$ cat src/msc_pkg.sv
package msc_pkg;

    // =====================================================================
    // register map
    localparam int NUM_REGS = 19;
    typedef logic [7:0] msc_byte_t;

    localparam int IDX_GAIN_HIGH = 0;
    localparam int IDX_VEC0_LOW = 1;
    localparam int IDX_STACK = 7;
    localparam int IDX_TIMESTAMP = 8;
    localparam int IDX_FORMAT = 9;
    localparam int IDX_INT0_ON = 10;
    localparam int IDX_INFL_X = 11;
    localparam int IDX_RATE_CONV = 14;
    localparam int IDX_HP_AVG = 15;
    localparam int IDX_STAB_LP = 16;
    localparam int IDX_BYP_MAIN = 17;
    localparam int IDX_TEMP = 18;

    localparam msc_byte_t REG_OFFSET [NUM_REGS] = '{
        8'h17, 8'h4f, 8'h50, 8'h51, 8'h52, 8'h53, 8'h54, 8'h55, 8'h58, 8'h60,
        8'h62, 8'h69, 8'h6a, 8'h6b, 8'h6d, 8'h6e, 8'h6f, 8'h70, 8'h75};
    localparam msc_byte_t REG_RESET [NUM_REGS] = '{
        8'h08, 8'h00, 8'h00, 8'h00, 8'h00, 8'h00, 8'h00, 8'h00, 8'h60, 8'h0a,
        8'h01, 8'h66, 8'h66, 8'h66, 8'h00, 8'h02, 8'h01, 8'h20, 8'h00};
    // writable bits; everything else is reserved and reads zero
    localparam msc_byte_t REG_MASK [NUM_REGS] = '{
        8'h0f, 8'hff, 8'hff, 8'hff, 8'hff, 8'hff, 8'hff, 8'hff, 8'h07, 8'h0a,
        8'h07, 8'hff, 8'hff, 8'hff, 8'h03, 8'h7f, 8'h0f, 8'h7f, 8'h7f};

    // =====================================================================
    // field positions
    localparam int INFL_OFF_LSB = 4;
    localparam int HP_CUT_LSB = 4;
    localparam int STAB_ORDER_BIT = 3;
    localparam int COMB_BYP_BIT = 6;
    localparam int STAB_HP_BYP_BIT = 5;
    localparam int MAIN_LP_BYP_BIT = 4;
    localparam int MAIN_ORDER_BIT = 3;
    localparam int TEMP_DEC_LSB = 4;
    localparam int TEMP_LP_LSB = 1;
    localparam int TEMP_INJ_BIT = 0;
    localparam int TS_EN_BIT = 0;
    localparam int TS_FRAME_SYNC_INPUT_BIT = 1;
    localparam int TS_AUX_BIT = 2;
    localparam int WIDE_BIT = 3;
    localparam int ORDER_BIT = 1;

    // =====================================================================
    // field codes
    localparam logic [1:0] CONV_PREFILTER = 2'h1;
    localparam logic [1:0] CONV_BOTH = 2'h2;
    localparam logic [2:0] INT0_ON_SHORT_CODE = 3'h1;
    localparam logic [3:0] INFL_SAT_CODE = 4'hb;
    localparam logic signed [7:0] INFL_BASE_C = -8'sd28;
    localparam logic signed [7:0] INFL_SAT_C = 8'sd60;
    localparam logic [2:0] CUT_CODE_MAX = 3'h6;

    // =====================================================================
    // timing at sys_clk
    localparam int CLK_PERIOD_NS = 5;
    localparam int INT0_ON_LONG_NS = 100000;
    localparam int INT0_ON_SHORT_NS = 8000;
    localparam int INT0_ON_LONG_CYCLES = (INT0_ON_LONG_NS + CLK_PERIOD_NS - 1) / CLK_PERIOD_NS;
    localparam int INT0_ON_SHORT_CYCLES =
        (INT0_ON_SHORT_NS + CLK_PERIOD_NS - 1) / CLK_PERIOD_NS;
    localparam int ON_CNT_W = 15;

    typedef enum logic {INT0_IDLE, INT0_HOLD} msc_int0_state_t;

    // =====================================================================
    // decoders
    function automatic logic signed [7:0] msc_infl_temp(input logic [3:0] code);
        if (code >= INFL_SAT_CODE) begin
            return INFL_SAT_C;
        end
        return INFL_BASE_C + $signed({1'b0, code, 3'h0});
    endfunction

    function automatic logic [6:0] msc_avg_count(input logic [3:0] code);
        case (code)
            4'h0: return 7'h01;
            4'h1: return 7'h02;
            4'h2: return 7'h04;
            4'h3: return 7'h05;
            4'h4: return 7'h07;
            4'h5: return 7'h08;
            4'h6: return 7'h0a;
            4'h7: return 7'h0b;
            4'h8: return 7'h10;
            4'h9: return 7'h12;
            4'ha: return 7'h14;
            4'hb: return 7'h20;
            default: return 7'h40;
        endcase
    endfunction

    // codes 6 and 7 share the deepest setting
    function automatic logic [2:0] msc_clip_cut(input logic [2:0] code);
        return (code > CUT_CODE_MAX) ? CUT_CODE_MAX : code;
    endfunction

endpackage
$ cat src/msc_config_regs.sv
`timescale 1ns/10ps
module msc_config_regs import msc_pkg::*; #(
    parameter int INT0_LONG_CYCLES = INT0_ON_LONG_CYCLES
) (
    // clock and reset
    input wire logic sys_clk,
    input wire logic rstn,
    // register port
    input wire logic [7:0] reg_addr,
    input wire logic reg_wr_en,
    input wire logic [7:0] reg_wdata,
    input wire logic reg_rd_en,
    output logic [7:0] reg_rdata,
    output logic reg_rd_valid,
    // accelerometer trim
    output logic [3:0] user_gain_a_high,
    output logic [3:0] infl_offset_code [3],
    output logic [3:0] infl_gain_code [3],
    output logic signed [7:0] infl_offset_temp_c [3],
    output logic signed [7:0] infl_gain_temp_c [3],
    // accelerometer filters
    output logic rate_converter_on,
    output logic prefilter_on,
    output logic [2:0] stabilize_highpass_cutoff,
    output logic stabilize_highpass_active,
    output logic [6:0] low_power_average_count,
    output logic stabilize_filter_order,
    output logic [2:0] stabilize_lowpass_cutoff,
    output logic stabilize_lowpass_active,
    output logic comb_filter_active,
    output logic main_lowpass_active,
    output logic main_antialias_order,
    output logic [2:0] main_lowpass_div_log2,
    // temperature path
    output logic [2:0] temperature_decimation,
    output logic [2:0] temperature_lowpass_select,
    output logic temperature_test_inject,
    // embedded processor
    output logic [15:0] vector_start_address [3],
    output logic [7:0] stack_start_address,
    // timestamp
    output logic timestamp_enable,
    output logic timestamp_frame_sync_enable,
    output logic auxiliary_fine_count_force,
    // sample formatting
    input wire logic sample_valid,
    input wire logic [19:0] sample_data,
    output logic fmt_valid,
    output logic [7:0] fmt_byte_first,
    output logic [7:0] fmt_byte_second,
    output logic [3:0] fmt_ext,
    // interrupt 0
    input wire logic int0_pulse_mode,
    input wire logic int0_event,
    input wire logic int0_level,
    output logic int0_out
);

    // =====================================================================
    // register file
    logic [7:0] regs_q [NUM_REGS];
    logic [7:0] regs_d [NUM_REGS];
    logic [7:0] rdata_q, rdata_d;
    logic rd_valid_q, rd_valid_d;

    // returns {hit, index}; unmapped addresses miss
    function automatic logic [5:0] lookup(input logic [7:0] addr);
        logic [5:0] res;
        res = '0;
        for (int i = 0; i < NUM_REGS; i++) begin
            if (REG_OFFSET[i] == addr) begin
                res = {1'b1, 5'(i)};
            end
        end
        return res;
    endfunction

    logic [5:0] wr_hit, rd_hit;

    always_comb begin
        wr_hit = lookup(reg_addr);
        rd_hit = lookup(reg_addr);
        regs_d = regs_q;
        // reserved bits never store, so they read as zero
        if (reg_wr_en && wr_hit[5]) begin
            regs_d[wr_hit[4:0]] = reg_wdata & REG_MASK[wr_hit[4:0]];
        end
        rd_valid_d = reg_rd_en;
        rdata_d = rdata_q;
        if (reg_rd_en) begin
            rdata_d = rd_hit[5] ? regs_q[rd_hit[4:0]] : 8'h00;
        end
    end

    always_ff @(posedge sys_clk) begin
        if (!rstn) begin
            for (int i = 0; i < NUM_REGS; i++) begin
                regs_q[i] <= REG_RESET[i] & REG_MASK[i];
            end
            rdata_q <= 8'h00;
            rd_valid_q <= 1'b0;
        end else begin
            regs_q <= regs_d;
            rdata_q <= rdata_d;
            rd_valid_q <= rd_valid_d;
        end
    end

    assign reg_rdata = rdata_q;
    assign reg_rd_valid = rd_valid_q;

    // =====================================================================
    // raw fields straight from the register flops
    assign user_gain_a_high = regs_q[IDX_GAIN_HIGH][3:0];
    assign stabilize_highpass_cutoff = regs_q[IDX_HP_AVG][HP_CUT_LSB +: 3];
    assign stabilize_filter_order = regs_q[IDX_STAB_LP][STAB_ORDER_BIT];
    assign stabilize_lowpass_cutoff = regs_q[IDX_STAB_LP][2:0];
    assign main_antialias_order = regs_q[IDX_BYP_MAIN][MAIN_ORDER_BIT];
    assign temperature_decimation = regs_q[IDX_TEMP][TEMP_DEC_LSB +: 3];
    assign temperature_lowpass_select = regs_q[IDX_TEMP][TEMP_LP_LSB +: 3];
    assign temperature_test_inject = regs_q[IDX_TEMP][TEMP_INJ_BIT];
    assign stack_start_address = regs_q[IDX_STACK];
    assign timestamp_enable = regs_q[IDX_TIMESTAMP][TS_EN_BIT];
    assign timestamp_frame_sync_enable = regs_q[IDX_TIMESTAMP][TS_FRAME_SYNC_INPUT_BIT];
    assign auxiliary_fine_count_force = regs_q[IDX_TIMESTAMP][TS_AUX_BIT];

    always_comb begin
        for (int v = 0; v < 3; v++) begin
            vector_start_address[v] = {regs_q[IDX_VEC0_LOW + 2 * v + 1],
                                       regs_q[IDX_VEC0_LOW + 2 * v]};
        end
        for (int a = 0; a < 3; a++) begin
            infl_offset_code[a] = regs_q[IDX_INFL_X + a][INFL_OFF_LSB +: 4];
            infl_gain_code[a] = regs_q[IDX_INFL_X + a][3:0];
        end
    end

    // =====================================================================
    // decoded settings, registered one cycle behind the fields
    logic signed [7:0] off_temp_q [3], off_temp_d [3];
    logic signed [7:0] gain_temp_q [3], gain_temp_d [3];
    logic conv_on_q, conv_on_d, pre_on_q, pre_on_d;
    logic hp_act_q, hp_act_d, lp_act_q, lp_act_d;
    logic comb_act_q, comb_act_d, main_act_q, main_act_d;
    logic [6:0] avg_q, avg_d;
    logic [2:0] main_div_q, main_div_d;

    always_comb begin
        for (int a = 0; a < 3; a++) begin
            off_temp_d[a] = msc_infl_temp(regs_q[IDX_INFL_X + a][INFL_OFF_LSB +: 4]);
            gain_temp_d[a] = msc_infl_temp(regs_q[IDX_INFL_X + a][3:0]);
        end
        // reserved converter code leaves both stages off
        conv_on_d = regs_q[IDX_RATE_CONV][1:0] == CONV_BOTH;
        pre_on_d = (regs_q[IDX_RATE_CONV][1:0] == CONV_BOTH)
                || (regs_q[IDX_RATE_CONV][1:0] == CONV_PREFILTER);
        hp_act_d = !regs_q[IDX_BYP_MAIN][STAB_HP_BYP_BIT]
                && (regs_q[IDX_HP_AVG][HP_CUT_LSB +: 3] != 3'h0);
        avg_d = msc_avg_count(regs_q[IDX_HP_AVG][3:0]);
        lp_act_d = regs_q[IDX_STAB_LP][2:0] != 3'h0;
        comb_act_d = !regs_q[IDX_BYP_MAIN][COMB_BYP_BIT];
        main_act_d = !regs_q[IDX_BYP_MAIN][MAIN_LP_BYP_BIT]
                && (regs_q[IDX_BYP_MAIN][2:0] != 3'h0);
        // divide exponent: code 0 is output rate over 2
        main_div_d = msc_clip_cut(regs_q[IDX_BYP_MAIN][2:0]) + 3'h1;
    end

    always_ff @(posedge sys_clk) begin
        if (!rstn) begin
            for (int a = 0; a < 3; a++) begin
                off_temp_q[a] <= 8'sh14;
                gain_temp_q[a] <= 8'sh14;
            end
            conv_on_q <= 1'b0;
            pre_on_q <= 1'b0;
            hp_act_q <= 1'b0;
            avg_q <= 7'h04;
            lp_act_q <= 1'b1;
            comb_act_q <= 1'b1;
            main_act_q <= 1'b0;
            main_div_q <= 3'h1;
        end else begin
            off_temp_q <= off_temp_d;
            gain_temp_q <= gain_temp_d;
            conv_on_q <= conv_on_d;
            pre_on_q <= pre_on_d;
            hp_act_q <= hp_act_d;
            avg_q <= avg_d;
            lp_act_q <= lp_act_d;
            comb_act_q <= comb_act_d;
            main_act_q <= main_act_d;
            main_div_q <= main_div_d;
        end
    end

    assign infl_offset_temp_c = off_temp_q;
    assign infl_gain_temp_c = gain_temp_q;
    assign rate_converter_on = conv_on_q;
    assign prefilter_on = pre_on_q;
    assign stabilize_highpass_active = hp_act_q;
    assign low_power_average_count = avg_q;
    assign stabilize_lowpass_active = lp_act_q;
    assign comb_filter_active = comb_act_q;
    assign main_lowpass_active = main_act_q;
    assign main_lowpass_div_log2 = main_div_q;

    // =====================================================================
    // sample formatter: width and byte order
    logic fmt_valid_q, fmt_valid_d;
    logic [7:0] b_first_q, b_first_d, b_second_q, b_second_d;
    logic [3:0] ext_q, ext_d;

    always_comb begin
        fmt_valid_d = sample_valid;
        b_first_d = b_first_q;
        b_second_d = b_second_q;
        ext_d = ext_q;
        if (sample_valid) begin
            // main bytes always carry bits 19:4
            if (regs_q[IDX_FORMAT][ORDER_BIT]) begin
                b_first_d = sample_data[19:12];
                b_second_d = sample_data[11:4];
            end else begin
                b_first_d = sample_data[11:4];
                b_second_d = sample_data[19:12];
            end
            ext_d = regs_q[IDX_FORMAT][WIDE_BIT] ? sample_data[3:0] : 4'h0;
        end
    end

    always_ff @(posedge sys_clk) begin
        if (!rstn) begin
            fmt_valid_q <= 1'b0;
            b_first_q <= 8'h00;
            b_second_q <= 8'h00;
            ext_q <= 4'h0;
        end else begin
            fmt_valid_q <= fmt_valid_d;
            b_first_q <= b_first_d;
            b_second_q <= b_second_d;
            ext_q <= ext_d;
        end
    end

    assign fmt_valid = fmt_valid_q;
    assign fmt_byte_first = b_first_q;
    assign fmt_byte_second = b_second_q;
    assign fmt_ext = ext_q;

    // =====================================================================
    // interrupt 0 minimum on-time stretcher
    msc_int0_state_t st_q, st_d;
    logic [ON_CNT_W-1:0] on_cnt_q, on_cnt_d;
    logic int0_q, int0_d;
    logic [ON_CNT_W-1:0] on_load;

    always_comb begin
        // reserved codes fall back to the longer, safer time
        if (regs_q[IDX_INT0_ON][2:0] == INT0_ON_SHORT_CODE) begin
            on_load = ON_CNT_W'(INT0_ON_SHORT_CYCLES - 1);
        end else begin
            on_load = ON_CNT_W'(INT0_LONG_CYCLES - 1);
        end
        st_d = st_q;
        on_cnt_d = on_cnt_q;
        int0_d = int0_q;
        if (!int0_pulse_mode) begin
            st_d = INT0_IDLE;
            on_cnt_d = '0;
            int0_d = int0_level;
        end else begin
            unique case (st_q)
                INT0_IDLE: begin
                    int0_d = 1'b0;
                    if (int0_event) begin
                        st_d = INT0_HOLD;
                        on_cnt_d = on_load;
                        int0_d = 1'b1;
                    end
                end
                INT0_HOLD: begin
                    int0_d = 1'b1;
                    // a new event restarts the full on-time
                    if (int0_event) begin
                        on_cnt_d = on_load;
                    end else if (on_cnt_q == '0) begin
                        st_d = INT0_IDLE;
                        int0_d = 1'b0;
                    end else begin
                        on_cnt_d = on_cnt_q - 1'b1;
                    end
                end
            endcase
        end
    end

    always_ff @(posedge sys_clk) begin
        if (!rstn) begin
            st_q <= INT0_IDLE;
            on_cnt_q <= '0;
            int0_q <= 1'b0;
        end else begin
            st_q <= st_d;
            on_cnt_q <= on_cnt_d;
            int0_q <= int0_d;
        end
    end

    assign int0_out = int0_q;

endmodule

$ cat config.mk
export PLATFORM = sky130hd
export DESIGN_NAME = msc_config_regs
export DESIGN_NICKNAME = d
export VERILOG_FILES = /design/src/msc_pkg.sv /design/src/msc_config_regs.sv
export SDC_FILE = /design/constraint.sdc
export NUM_CORES = 1
export LEC_CHECK = 0
export BUFFER_PORTS_ARGS = -buffer_cell sky130_fd_sc_hd__buf_2
export CORE_ASPECT_RATIO = 0.6
export CORE_MARGIN = 8
export CORE_UTILIZATION = 35
export DETAILED_ROUTE_END_ITERATION = 16
export SETUP_SLACK_MARGIN = 0.1
export SLEW_MARGIN = 20
export SYNTH_ARGS = -nofsm -noshare
export SYNTH_HDL_FRONTEND = slang
export SYNTH_SLANG_ARGS = --single-unit
export TNS_END_PERCENT = 10
$ cat constraint.sdc
create_clock -name sys_clk -period 2.85 [get_ports sys_clk]
set_clock_uncertainty 0.1 [all_clocks]
set_input_delay 0.1425 -clock sys_clk [delete_from_list [all_inputs] [get_ports sys_clk]]
set_output_delay 0.1425 -clock sys_clk [all_outputs]
set_load 0.01 [all_outputs]
==> impl_metrics.tcl <==
set metrics [dict create \
    syn_warnings 0 \
    final_period_minus_worst_setup_slack_ns 2.632 \
    top_usage_layer "met2" \
    postSynth.topFlopCell "sky130_fd_sc_hd__dfxtp_1" \
    worst_skew_pair.late_latency_ns 0.56 \
    detail_route.first_pass.iterations 5 \
    syn_area_per_cell_sq_um 8.688 \
    post_route_fraction_of_the_period_consumed_by_the_critical_path 0.9235 \
    start_util 0.3537 \
    hpwl_um 33090 \
    setup.reg_to_reg.worst_slack_ns 0.22 \
    layout_cells_sized_above_1 0.2748 \
    drv.max_cap_violation_count 0 \
    crit_top_cell "sky130_fd_sc_hd__buf_4" \
    met2_usage 0.3167 \
    post_dp_cell_area_sq_mm 0.01342 \
    fin_hold_ws_ns 0.04454 \
    slew_headroom 0.3131 \
    numPortBuffers 222 \
    gr-usage-all-layers 0.2133 \
    crit_path_end_kind "flip-flop" \
    p_leak_nw 6.613 \
    synth-edff-count 0 \
    timing.hold.worst.class "in2reg" \
    power_density_mw_per_mm2 519.6 \
    grt-ovfl-total 0 \
    number_of_drc_markers_after_the_initial_detailed_route_iteration 1115 \
    grt_first_pass_wirelength_um 66140 \
    critPathRequiredTime_ns 3.20 \
    design.portCount 241 \
    critical_path_arrival_ns 2.98 \
    use_met1 0.3130 \
    antenna_cells 0 \
    report.final.hold_viol_count 0 \
    global_route.usage.met3 0.04663 \
    timing.critical_path.cells "inv_1, ha_1, nor3b_2, buf_4, nand4_1, o41a_1, nor2_2, buf_4, a211oi_1, dlygate4sd3_1" \
    design.final.nets 1674 \
    grt_max_degree 56 \
    crit_fanout 7 \
    critical_path.max_stage_delay_ns 0.58 \
    die_width_um 253.6 \
    share_of_synthesized_area_occupied_by_flip_flops_and_latches 0.4139 \
    setup.worst_path.class "reg2reg" \
    vias_per_cell 5.264 \
    drcViolationCount 0 \
    synth_top_area_frac 0.4139 \
    cts-root-buf "sky130_fd_sc_hd__clkbuf_16" \
    worst_setup_path_start_kind "flip-flop" \
    run_status "finished, final reports clean" \
    h-tree-depth 1 \
    dpl_worst_slack_ns -0.2025 \
    layout-area-overhead-vs-synth_pct 24.08 \
    total_of_flip_flops_plus_latches_after_synthesis 245 \
    postSynthCellCount 1364 \
    post_synth_num_cell_types 75 \
    finalMaxSlewViolations 0 \
    final_worst_slack_ns 0.2179 \
    path_clk_slew_ns 0.07 \
    max-clock-path-buffers 3 \
    placed_cells 1989 \
    detail_route.wl_per_cell_um 21.34 \
    layout.cells.non_filler 2075 \
    grt_antenna_before_repair 0 \
    tritoncts_buffers 26 \
    maxClockFrequency_ghz 0.3799 \
    floorplan.core_area_sq_mm 0.03351 \
    synth_top_cells_by_area "sky130_fd_sc_hd__dfxtp_1 (41%), sky130_fd_sc_hd__buf_4 (7.3%), sky130_fd_sc_hd__mux2i_1 (6.3%)" \
    finish.instance_area_sq_mm 0.01470 \
    rows 52 \
    critical-path-slowest-cell "sky130_fd_sc_hd__dlygate4sd3_1" \
    timing_worst_slew_pin_value_ns 1.029 \
    dr_total_vias 10920 \
    design.die.area_sq_mm 0.04020 \
    yosysTopAreaCell "sky130_fd_sc_hd__dfxtp_1" \
    total_clock_sinks 245 \
    cts_tree "built" \
    total_wire_length_um 44280 \
    finalWeightedCongestion 0.9371 \
    grt_setup_unrepaired "no" \
    die_height_um 158.5 \
    ant_nets 0 \
    synth_area_sq_mm 0.01185 \
    vdd_drop_max_mv 0.4335 \
    asyncSetResetFlopFracSynth 0 \
    grt_pass1_vias 10470 \
    setup_viol 0 \
]
-- cell usage after synthesis, drive strengths merged (13+ instances only) --
library cell / number
ha: 33
o21ai: 36
buf: 141
a311oi: 14
dfxtp: 245
mux2: 13
and3: 33
nor3: 28
a21oi: 74
nor2: 132
mux2i: 76
a211oi: 27
nand2b: 19
o211ai: 13
nand2: 158
nand3: 38
clkbuf: 56
inv: 38
-- kinds of logic after synthesis --
kind of cell / after synthesis / share of synthesized area
other: 2 / 0.0006337
AND/OR/NAND/NOR: 478 / 0.1913
adder cells (fa/ha/maj): 33 / 0.03484
AO/OA/AOI/OAI: 268 / 0.1587
flip-flops: 245 / 0.4139
multiplexers: 89 / 0.07687
XOR/XNOR: 14 / 0.01035
buffers and inverters: 235 / 0.1134
-- layout make-up --
cell class                      instances  area (sq um)
Clock buffer                           34         740.7
Clock inverter                         13         143.9
Fill cell                            3336         18800
Inverter                               38         145.1
Multi-Input combinational cell        900          5688
Sequential cell                       245          4905
Tap cell                              459         574.3
Timing Repair Buffer                  386          2507
-- critical path: cells and delay by family, from the launching register on --
family	cells	cell delay (ns)
flops	1	0.31
simple gates	3	0.44
compound gates	2	0.52
buf+inv	4	0.99
fa+ha+maj	1	0.17
-- per-layer routing --
layer / vias up / wire length, um
met1: 5294 / 21120
met2: 449 / 18510
met5: - / 0
met4: 0 / 782
met3: 48 / 3866
li1: 5131 / -
-- repair_timing --
item,4_1_cts,5_1_grt
buffers inserted,0,3
endpoints found under the setup margin,0,1
hold buffers,36,0
resized for setup,0,3
endpoints found under the hold margin,68,0
-- report_power, final --
part	internal, W	switching (W)
registers	0.00346	0.0000233
clock network	0.00202	0.00153
logic	0.000239	0.000362
-- stage by stage --
step	util	total power, W	TNS, ns
after global routing	0.4388	0.007897	0
after detailed placement	0.4006	0.004103	-1.236
after floorplan	-	0.003873	0
after global placement	0.4006	0.004099	-0.5221
final	0.4388	0.007640	0
after CTS	0.4378	0.007689	0
-- placed cells by master (no fill, tap or decap), drive strengths merged, types with 8 or more instances in the layout --
cell type,netlist,routed
a211oi,27,27
a21oi,74,74
a311oi,14,14
a31oi,11,11
and2,12,12
and3,33,33
buf,141,350
clkbuf,56,34
conb,2,18
dfxtp,245,245
dlygate4sd3,0,36
ha,33,33
inv,38,39
mux2,13,13
mux2i,76,76
nand2,158,158
nand2b,19,19
nand3,38,38
nand4,12,12
nor2,132,132
nor3,28,28
nor4,11,11
o211ai,13,13
o21ai,36,36
o221ai,8,8
o31a,11,11
or2,10,10
xnor2,10,10
-- state kept, by name (all words and copies together), names as in the netlist, 4 cells and up --
signal,cells
vector_start_address,48
infl_gain_temp_c,15
on_cnt_q,15
fmt_ext,4
regs_q,50
stack_start_address,8
user_gain_a_high,4
fmt_byte_first,8
infl_gain_code,12
low_power_average_count,7
infl_offset_code,12
infl_offset_temp_c,15
fmt_byte_second,8
reg_rdata,8
-- final timing paths --
| kind | cells after the start | from | to |
|---|---|---|---|
| hold / removal | 6 | reg_wdata[6] | stabilize_highpass_cutoff[2]$_SDFFE_PN0P_ |
| hold reg to reg | 2 | regs_q[7]$_SDFFE_PN0P_ | regs_q[7]$_SDFFE_PN0P_ |
| setup / recovery | 10 | on_cnt_q[0]$_SDFFE_PN0P_ | int0_out$_SDFF_PN0_ |
| setup reg to reg | 10 | on_cnt_q[0]$_SDFFE_PN0P_ | int0_out$_SDFF_PN0_ |
Power figures use the tool's default switching activity.
